**config.mk**
```make
export PLATFORM = sky130hd
export DESIGN_NAME = hlp_log_pages
export DESIGN_NICKNAME = d
export VERILOG_FILES = /design/src/hdl/hlp_pkg.sv /design/src/hdl/hlp_log_pages.sv
export SDC_FILE = /design/constraint.sdc
export NUM_CORES = 1
export LEC_CHECK = 0
export ABC_AREA = 1
export BUFFER_PORTS_ARGS = -buffer_cell sky130_fd_sc_hd__buf_4
export CAP_MARGIN = 20
export CORE_ASPECT_RATIO = 0.5
export CORE_MARGIN = 3
export CORE_UTILIZATION = 40
export CTS_BUF_LIST = sky130_fd_sc_hd__clkbuf_16
export DETAILED_ROUTE_END_ITERATION = 10
export PLACE_DENSITY_LB_ADDON = 0.3
export SYNTH_ARGS = -nofsm -noshare
export SYNTH_HDL_FRONTEND = slang
export SYNTH_SLANG_ARGS = --single-unit
```
**constraint.sdc**
```tcl
create_clock -name REF_CLK -period 12.2 [get_ports REF_CLK]
set_input_delay 1.22 -clock REF_CLK [delete_from_list [all_inputs] [get_ports REF_CLK]]
set_output_delay 1.22 -clock REF_CLK [all_outputs]
set_load 0.1 [all_outputs]
```
**src/hdl/hlp_pkg.sv**
```systemverilog
package hlp_pkg;

   // log identifiers and namespace selector
   localparam logic [7:0]  LID_ERR     = 8'h01;
   localparam logic [7:0]  LID_HLTH    = 8'h02;
   localparam logic [31:0] NSID_GLOBAL = 32'hFFFF_FFFF;

   // error entry layout, in dwords of the 64-byte entry
   localparam int          ENTRY_BYTES = 64;
   localparam logic [6:0]  ENTRY_DW    = 7'(ENTRY_BYTES / 4);
   localparam logic [6:0]  DW_CMD      = 7'h02;
   localparam logic [6:0]  DW_LBA_LO   = 7'h04;
   localparam logic [6:0]  DW_LBA_HI   = 7'h05;
   localparam logic [6:0]  DW_NSID     = 7'h06;
   localparam logic [6:0]  DW_VS       = 7'h07;
   localparam logic [6:0]  DW_CSI_LO   = 7'h08;
   localparam logic [6:0]  DW_CSI_HI   = 7'h09;
   localparam logic [15:0] CMD_NONE    = 16'hFFFF;
   localparam logic [7:0]  VS_NONE     = 8'h00;
   localparam int          VS_MSB      = 7;

   // health page dwords
   localparam logic [6:0]  DW_H0       = 7'h00;
   localparam logic [6:0]  DW_H1       = 7'h01;

   // critical warning bits
   localparam int          W_SPARE     = 0;
   localparam int          W_TEMP      = 1;
   localparam int          W_REL       = 2;
   localparam int          W_RO        = 3;
   localparam int          W_VMB       = 4;
   localparam int          W_N         = 5;

   // register offsets
   localparam logic [7:0]  R_CFG       = 8'h00;
   localparam logic [7:0]  R_SPARE_THR = 8'h04;
   localparam logic [7:0]  R_TEMP_THR  = 8'h08;
   localparam logic [7:0]  R_ERR_CMD   = 8'h0C;
   localparam logic [7:0]  R_ERR_FLG   = 8'h10;
   localparam logic [7:0]  R_LBA_LO    = 8'h14;
   localparam logic [7:0]  R_LBA_HI    = 8'h18;
   localparam logic [7:0]  R_ERR_NSID  = 8'h1C;
   localparam logic [7:0]  R_CSI_LO    = 8'h20;
   localparam logic [7:0]  R_CSI_HI    = 8'h24;
   localparam logic [7:0]  R_WARN      = 8'h28;

   // field positions
   localparam int          CFG_NS_EN   = 0;
   localparam int          CFG_AEN_LSB = 8;
   localparam int          FLG_CMD_REL = 0;
   localparam int          FLG_CSI_VAL = 1;
   localparam int          FLG_VS_LSB  = 8;

   typedef enum logic [1:0] {
      ST_OK        = 2'h0,
      ST_BAD_FIELD = 2'h1,
      ST_BAD_LOG   = 2'h2
   } hlp_status_t;

   typedef struct packed {
      logic [7:0]  lid;
      logic [31:0] nsid;
      logic [6:0]  dw;
   } hlp_req_t;

   typedef struct packed {
      hlp_status_t status;
      logic [31:0] data;
   } hlp_rsp_t;

   typedef struct packed {
      logic [15:0] temp;
      logic [7:0]  spare;
      logic [7:0]  pct_used;
      logic        degraded;
      logic        read_only;
      logic        vmb_fail;
   } hlp_hin_t;

endpackage

```
**src/hdl/hlp_log_pages.sv**
```systemverilog
`timescale 1ns/1ps
// Functional notes
// [RULE_01] error page id 01h, health page 02h
// [RULE_02] error page made of 64-byte entries
// [RULE_03] no related command: identifiers all ones
// [RULE_04] first failing block address, bytes 23:16
// [RULE_05] namespace of error, bytes 27:24
// [RULE_06] byte 28 vendor page id, 80h-FFh or 0
// [RULE_07] bytes 39:32 only when command defines them
// [RULE_08] reserved entry bytes read as zero
// [RULE_09] health contents persist, not reset here; RESET here clears the spare threshold byte (spare_thr_q) to 00h
// [RULE_10] all-ones namespace selects global health page
// [RULE_11] other namespace rejected unless per-namespace enabled
// [RULE_12] per-namespace page equals global page
// [RULE_13] byte 0 holds critical warning bitmask
// [RULE_14] warnings reflect present conditions, not latched
// [RULE_15] bit 0: spare below threshold
// [RULE_16] bit 1: temperature outside thresholds
// [RULE_17] bits 2-4: reliability, read-only, backup failed
// [RULE_18] host-selected warnings raise event notification
module hlp_log_pages
   import hlp_pkg::*;
(
   // clock and reset
   input  wire logic        REF_CLK,
   input  wire logic        RESET,
   // register port
   input  wire logic [7:0]  REG_ADDR,
   input  wire logic [31:0] REG_WDATA,
   input  wire logic        REG_WR,
   input  wire logic        REG_RD,
   output logic [31:0]      REG_RDATA,
   // log page request and answer
   input  wire logic        LP_REQ,
   input  wire hlp_req_t    LP_REQ_INFO,
   output logic             LP_ACK,
   output hlp_rsp_t         LP_RSP,
   // live health conditions
   input  wire hlp_hin_t    HLTH_IN,
   // event notification
   output logic             AEN_PULSE,
   output logic [W_N-1:0]   AEN_WARN
);

   logic              ns_en_q;
   logic [W_N-1:0]    aen_mask_q;
   logic [7:0]        spare_thr_q;
   logic [15:0]       temp_over_q;
   logic [15:0]       temp_under_q;
   logic [15:0]       sqid_q;
   logic [15:0]       cid_q;
   logic              cmd_rel_q;
   logic              csi_val_q;
   logic [7:0]        vs_lid_q;
   logic [31:0]       lba_lo_q;
   logic [31:0]       lba_hi_q;
   logic [31:0]       err_nsid_q;
   logic [31:0]       csi_lo_q;
   logic [31:0]       csi_hi_q;
   logic [W_N-1:0]    warn;
   logic [W_N-1:0]    warn_prev_q;
   logic [W_N-1:0]    aen_rise;
   logic [31:0]       err_dw;
   logic [31:0]       hl_dw;
   logic [31:0]       rd_d;
   hlp_rsp_t          rsp_d;
   logic [7:0]        vs_wr;

   // live warning bitmask, no latching
   always_comb begin
      warn         = '0;
      warn[W_SPARE] = HLTH_IN.spare < spare_thr_q;                      // [RULE_15] [RULE_14]
      warn[W_TEMP]  = (HLTH_IN.temp > temp_over_q) ||
                      (HLTH_IN.temp < temp_under_q);                    // [RULE_16]
      warn[W_REL]   = HLTH_IN.degraded;                                 // [RULE_17]
      warn[W_RO]    = HLTH_IN.read_only;                                // [RULE_17]
      warn[W_VMB]   = HLTH_IN.vmb_fail;                                 // [RULE_17]
   end

   // vendor page id outside 80h-FFh stored as none
   assign vs_wr = REG_WDATA[FLG_VS_LSB+VS_MSB] ?
                  REG_WDATA[FLG_VS_LSB +: 8] : VS_NONE;                 // [RULE_06]

   // configuration registers
   always_ff @(posedge REF_CLK or posedge RESET) begin
      if (RESET) begin
         ns_en_q      <= 1'b0;
         aen_mask_q   <= '0;
         spare_thr_q  <= 8'h00;
         temp_over_q  <= 16'hFFFF;
         temp_under_q <= 16'h0000;
      end else if (REG_WR) begin
         if (REG_ADDR == R_CFG) begin
            ns_en_q    <= REG_WDATA[CFG_NS_EN];
            aen_mask_q <= REG_WDATA[CFG_AEN_LSB +: W_N];
         end
         if (REG_ADDR == R_SPARE_THR) begin
            spare_thr_q <= REG_WDATA[7:0];
         end
         if (REG_ADDR == R_TEMP_THR) begin
            temp_over_q  <= REG_WDATA[15:0];
            temp_under_q <= REG_WDATA[31:16];
         end
      end
   end

   // current error entry fields
   always_ff @(posedge REF_CLK or posedge RESET) begin
      if (RESET) begin
         sqid_q     <= 16'h0000;
         cid_q      <= 16'h0000;
         cmd_rel_q  <= 1'b0;
         csi_val_q  <= 1'b0;
         vs_lid_q   <= VS_NONE;
         lba_lo_q   <= 32'h0000_0000;
         lba_hi_q   <= 32'h0000_0000;
         err_nsid_q <= 32'h0000_0000;
         csi_lo_q   <= 32'h0000_0000;
         csi_hi_q   <= 32'h0000_0000;
      end else if (REG_WR) begin
         if (REG_ADDR == R_ERR_CMD) begin
            sqid_q <= REG_WDATA[15:0];
            cid_q  <= REG_WDATA[31:16];
         end
         if (REG_ADDR == R_ERR_FLG) begin
            cmd_rel_q <= REG_WDATA[FLG_CMD_REL];
            csi_val_q <= REG_WDATA[FLG_CSI_VAL];
            vs_lid_q  <= vs_wr;                                         // [RULE_06]
         end
         if (REG_ADDR == R_LBA_LO) begin
            lba_lo_q <= REG_WDATA;
         end
         if (REG_ADDR == R_LBA_HI) begin
            lba_hi_q <= REG_WDATA;
         end
         if (REG_ADDR == R_ERR_NSID) begin
            err_nsid_q <= REG_WDATA;
         end
         if (REG_ADDR == R_CSI_LO) begin
            csi_lo_q <= REG_WDATA;
         end
         if (REG_ADDR == R_CSI_HI) begin
            csi_hi_q <= REG_WDATA;
         end
      end
   end

   // register read mux, unmapped reads zero
   always_comb begin
      rd_d = 32'h0000_0000;
      unique case (REG_ADDR)
         R_CFG:       rd_d = {19'h0_0000, aen_mask_q, 7'h00, ns_en_q};
         R_SPARE_THR: rd_d = {24'h00_0000, spare_thr_q};
         R_TEMP_THR:  rd_d = {temp_under_q, temp_over_q};
         R_ERR_CMD:   rd_d = {cid_q, sqid_q};
         R_ERR_FLG:   rd_d = {16'h0000, vs_lid_q, 6'h00, csi_val_q, cmd_rel_q};
         R_LBA_LO:    rd_d = lba_lo_q;
         R_LBA_HI:    rd_d = lba_hi_q;
         R_ERR_NSID:  rd_d = err_nsid_q;
         R_CSI_LO:    rd_d = csi_lo_q;
         R_CSI_HI:    rd_d = csi_hi_q;
         R_WARN:      rd_d = {27'h000_0000, warn};                      // [RULE_14]
         default:     rd_d = 32'h0000_0000;
      endcase
   end

   always_ff @(posedge REF_CLK or posedge RESET) begin
      if (RESET) begin
         REG_RDATA <= 32'h0000_0000;
      end else begin
         REG_RDATA <= REG_RD ? rd_d : 32'h0000_0000;
      end
   end

   // error entry dword
   always_comb begin
      err_dw = 32'h0000_0000;                                           // [RULE_08] [RULE_02]
      if (LP_REQ_INFO.dw < ENTRY_DW) begin
         unique case (LP_REQ_INFO.dw)
            DW_CMD:    err_dw = cmd_rel_q ? {cid_q, sqid_q}
                                          : {CMD_NONE, CMD_NONE};       // [RULE_03]
            DW_LBA_LO: err_dw = lba_lo_q;                               // [RULE_04]
            DW_LBA_HI: err_dw = lba_hi_q;                               // [RULE_04]
            DW_NSID:   err_dw = err_nsid_q;                             // [RULE_05]
            DW_VS:     err_dw = {24'h00_0000, vs_lid_q};                // [RULE_06] [RULE_08]
            DW_CSI_LO: err_dw = csi_val_q ? csi_lo_q : 32'h0000_0000;   // [RULE_07]
            DW_CSI_HI: err_dw = csi_val_q ? csi_hi_q : 32'h0000_0000;   // [RULE_07]
            default:   err_dw = 32'h0000_0000;                          // [RULE_08]
         endcase
      end
   end

   // health dword from live inputs and spare_thr_q; lifetime values kept upstream
   always_comb begin
      hl_dw = 32'h0000_0000;
      unique case (LP_REQ_INFO.dw)
         DW_H0:   hl_dw = {HLTH_IN.spare, HLTH_IN.temp, 3'h0, warn};    // [RULE_13] [RULE_09]
         DW_H1:   hl_dw = {16'h0000, HLTH_IN.pct_used, spare_thr_q};    // [RULE_09]
         default: hl_dw = 32'h0000_0000;
      endcase
   end

   // page select and namespace check
   always_comb begin
      rsp_d.status = ST_BAD_LOG;
      rsp_d.data   = 32'h0000_0000;
      if (LP_REQ_INFO.lid == LID_ERR) begin                             // [RULE_01]
         rsp_d.status = ST_OK;
         rsp_d.data   = err_dw;
      end else if (LP_REQ_INFO.lid == LID_HLTH) begin                   // [RULE_01]
         if (LP_REQ_INFO.nsid != NSID_GLOBAL && !ns_en_q) begin         // [RULE_10]
            rsp_d.status = ST_BAD_FIELD;                                // [RULE_11]
         end else begin
            rsp_d.status = ST_OK;
            rsp_d.data   = hl_dw;                                       // [RULE_12]
         end
      end
   end

   always_ff @(posedge REF_CLK or posedge RESET) begin
      if (RESET) begin
         LP_ACK <= 1'b0;
         LP_RSP <= '{status: ST_OK, data: 32'h0000_0000};
      end else begin
         LP_ACK <= LP_REQ;
         if (LP_REQ) begin
            LP_RSP <= rsp_d;
         end
      end
   end

   // event on newly asserted, host-enabled warning
   assign aen_rise = warn & ~warn_prev_q & aen_mask_q;                  // [RULE_18]

   always_ff @(posedge REF_CLK or posedge RESET) begin
      if (RESET) begin
         warn_prev_q <= '0;
         AEN_PULSE   <= 1'b0;
         AEN_WARN    <= '0;
      end else begin
         warn_prev_q <= warn;
         AEN_PULSE   <= |aen_rise;                                      // [RULE_18]
         if (|aen_rise) begin
            AEN_WARN <= aen_rise;
         end
      end
   end
endmodule

```
==> results <==
- The top cell types in the final layout, fill and taps aside, are nand2_1, dfrtp_1, o21ai_0, buf_4, inv_1.
- Setup repair after global routing left no endpoint under its margin.
- The floorplan has 52 rows.
- The summed instance area of the synthesized netlist is between 15000 and 20000 sq um.
- Across the run, the number of max-cap violations was 0.
- For this design the static power due to leakage is 0.009182 uW.
- The area overhead of the layout relative to synthesis is 17.45%.
- In the finished design, the share of the clock period the worst path needs comes to 0.2781.
- Entering global routing, the biggest net connects 130 pins.
- Of the post-synthesis cell area, the part taken by muxes is 0.
- The first global-routing pass estimated 94.52 mm of wire.
- The source of the worst register-to-register timing path is cmd_rel_q.
- The synthesized design contains 0 enable-type register cells.
- The TritonCTS clock tree is built.
- The final layout contains routed wiring with a total length of 64.23 mm.
- At the pin with the least slew margin, the transition time is roughly 1100 ps.
- Averaged over all synthesized cells, the footprint is approximately 7.8 sq um.
- The detailed-placement wirelength estimate is 42.88 mm.
- Buffers inserted to repair hold after CTS numbered 0.
- The number of detailed-route iterations in the first pass is 8.
- Clock-pin slew was measured on the worst setup and hold paths at 60 ps.
- Across every metal layer, demand over resource in global routing totals 0.2855.
- The number of setup buffers added after CTS is 0.
- The highest net fanout along the worst path is 36.
- In this run the number of H-tree levels came out at 2.
- Gates resized during post-CTS repair numbered 0.
- Along the worst hold path, the cell count comes to 2.
- The final-report hold violation count is 0.
- The final non-filler cell area is 19690 sq um.
- From bottom edge to top edge, the die measures 150.8 um.
- The complex-gate fraction of the synthesized area is 0.1647.
- The worst min-delay path category is flip-flop to flip-flop.
- Once placement finished, the instance area stood at 18600 sq um.
- The fraction of synthesis flops using an asynchronous set or reset pin is 1.000.
- The post-synthesis register bit count is around 330.
- The worst setup path is captured at a flip-flop.
- The post-synth net total is ~2300.
- The routed via count divided by cell count is 5.683.
- CTS saw 326 sinks.
- Of the total synthesized cell area, the portion taken by XOR and XNOR cells is 0.
- The final standard cell count with taps included and fillers excluded is ~2900.
- The die boundary width is ~300 um.
- The number of different library cells in the post-synthesis netlist is 45.
- Dividing total power by cell area gives a power density of 126.8 nW/um^2.
- The class of the most critical setup path is primary input to flip-flop.
- The flow ran to the end, and the final reports show no timing, DRC or antenna violations.
- In the final layout, the share of cells above drive strength 1 is 0.1454.
- The cell count after synthesis came out at around 2200.
- Across the routed clock network, the largest skew measured is 35.10 ps.
- The number of slew-limit violations in the final report came to 0.
- The number of global-route vias before repair is between 10000 and 15000.
- Across all register-to-register paths, the minimum setup slack is 9180 ps.
- In the routed design, unresolved DRC markers number 0.
- The die covers 44550 sq um.
- The clock period minus final worst setup slack is 3392 ps.
- The repair_antennas step left the layout with diodes totalling 0.
- The Yosys step of the flow raised 0 warnings.
- The number of antenna violations at the first check in global routing is 2.
- Measured against its own limit, the worst slew margin works out to 0.2361.
- The critical path launch point type is a primary input.
- The required time at the endpoint of the critical path is 12610 ps.
- The count of nets left with antenna violations after detail routing is 0.
- The post-synthesis simple-gate area fraction is 0.2379.
- The dominant combinational cell family by area after synthesis is simple AND/OR/NAND/NOR gates.
- Of the total synthesized cell area, the portion taken by full adders, half adders and majority gates is 0.02836.
- The via total after detailed routing is 16275.
- The I/O pin count is 200.
- The startpoint identified for the worst hold timing path is err_nsid_q[7].
- The highest attainable clock frequency is just under 300 MHz.
- Among all flip-flop cells after synthesis, the most frequent one is dfrtp_1.
- The remaining global-route overflow is 0.
- The detailed router finished its first iteration with 2323 violations.
- The fraction of the yosys area taken by sequential cells is 0.4878.
- The wire length per cell is 22.43 um.
- The number of cells on the worst reg-to-reg path is 9.
- The maximum count of clock buffers along a single path is 3.
- The later pin in the worst-skew pair is clocked with a latency of roughly 550 ps.
- Total power for the finished layout comes to 2497 uW.
- Buffers placed on the I/O ports in this run total 199.
- The endpoint of the worst-slack reg-to-reg timing path is LP_RSP[21].
- The maximum vdd ir drop is 0.07965 mV.
- The commonest non-fill, non-tap cell in the layout is nand2_1.
- The cell at the root of the clock tree is clkbuf_16.
- The net count of the finished layout is approximately 2500.
- The total area inside the core boundary comes to 40860 sq um.
- In this run, CTS created clock tree buffers numbering 34.
- Setup violations remaining at the end of the flow were counted as 0.
- The initial utilization of the core area, before any placement, comes to 0.4103.
- The congestion estimate from routability-driven global placement came to 0.9514.
- The arrival time of data at the critical path endpoint is roughly 3800 ps.
- Counting tap cells, the placed design contains a total of 2803 instances.
- For the final routed database, the setup TNS stands at 0 ps.
- For hold timing, the worst endpoint is err_nsid_q[7].
## critical path: stages
cell and delay [ps]:
buf_4 110, inv_1 40, nand2_1 80, nor2_1 130, nand2_1 150, nor2_2 750, nand2_2 620, buf_4 460
nand2_1 120, o21ai_0 80
## layout make-up
cell class | count | area (sq um)
Tap cell | 540 | 675.6
Sequential cell | 326 | 8179
Multi-Input combinational cell | 1498 | 7231
Clock inverter | 26 | 217.7
Timing Repair Buffer | 222 | 1687
Clock buffer | 35 | 875.8
Inverter | 217 | 824.5
Fill cell | 4065 | 21170
## cells by family after synthesis
logic type | Yosys count
simple gates | 956
compound gates | 504
buf+inv | 329
flops | 326
fa+ha+maj | 38
## power breakdown
part | switching (uW) | leakage [uW] | internal [uW]
Combinational | 195 | 0.00423 | 78.6
Sequential | 38.6 | 0.00440 | 1130
Clock | 448 | 0.000560 | 606
## sequential cells by signal, indices dropped and copies added (netlist names), 5 cells and up
name / cells
LP_RSP: 34
REG_RDATA: 32
csi_hi_q: 32
csi_lo_q: 32
err_nsid_q: 32
lba_hi_q: 32
lba_lo_q: 32
cid_q: 16
sqid_q: 16
temp_over_q: 16
temp_under_q: 16
spare_thr_q: 8
vs_lid_q: 8
AEN_WARN: 5
aen_mask_q: 5
warn_prev_q: 5
## stage by stage
stage	setup slack [ps]	utilization	hold WS [ps]
floorplan	1980	-	453.0
global placement	8343	0.4545	465.1
detailed placement	8331	0.4551	470.5
CTS	8891	0.4819	486.8
global route	8633	0.4819	504.1
finish	8808	0.4819	481.5
## per-layer routing
metal  vias to the layer above  global-route usage  part of all wire
li1                       7383                   -                 -
met1                      7689              0.3984              0.41
met2                      1039              0.4168              0.42
met3                       160             0.09685              0.14
met4                         4             0.09167             0.032
met5                         -                   0           0.00036
## worst max-delay path by stage
stage           startpoint               end  slack, ps  cells past startpoint
2_1_floorplan        RESET         AEN_PULSE       1980                      1
3_3_place_gp         RESET  temp_under_q[15]       8340                      4
3_5_place_dp         RESET  temp_under_q[15]       8330                      4
4_1_cts              RESET       vs_lid_q[7]       8890                      4
5_1_grt              RESET       vs_lid_q[7]       8630                      4
6_report       REG_ADDR[1]      csi_lo_q[25]       8810                     10
## cell usage after synthesis (2+ instances only)
library cell | n | share of area
inv_1 | 201 | 0.045
dfrtp_1 | 310 | 0.46
nand2_1 | 639 | 0.14
nand3b_1 | 3 | 0.0013
buf_2 | 36 | 0.011
nand2_2 | 13 | 0.0049
ha_1 | 38 | 0.028
nand3_2 | 3 | 0.0018
and3_1 | 2 | 0.00075
buf_6 | 5 | 0.0034
a31oi_1 | 9 | 0.0034
nor3b_1 | 2 | 0.00090
o21a_1 | 2 | 0.00090
nor2_1 | 152 | 0.034
o21ai_0 | 283 | 0.084
a21oi_2 | 3 | 0.0016
a21oi_1 | 86 | 0.026
o31ai_1 | 6 | 0.0027
nor3_1 | 10 | 0.0030
o221ai_1 | 2 | 0.0010
dfstp_2 | 16 | 0.025
nand4_1 | 57 | 0.021
nor2_2 | 6 | 0.0022
clkbuf_1 | 57 | 0.013
inv_2 | 15 | 0.0034
nand3_1 | 59 | 0.018
a221oi_1 | 20 | 0.010
buf_1 | 3 | 0.00067
a211oi_1 | 4 | 0.0018
o22ai_1 | 51 | 0.019
o211ai_1 | 5 | 0.0022
o21ai_1 | 26 | 0.0078
buf_4 | 11 | 0.0049
a41oi_1 | 3 | 0.0016
nor2_4 | 5 | 0.0034
No activity file was read; power rests on OpenSTA's default activity.
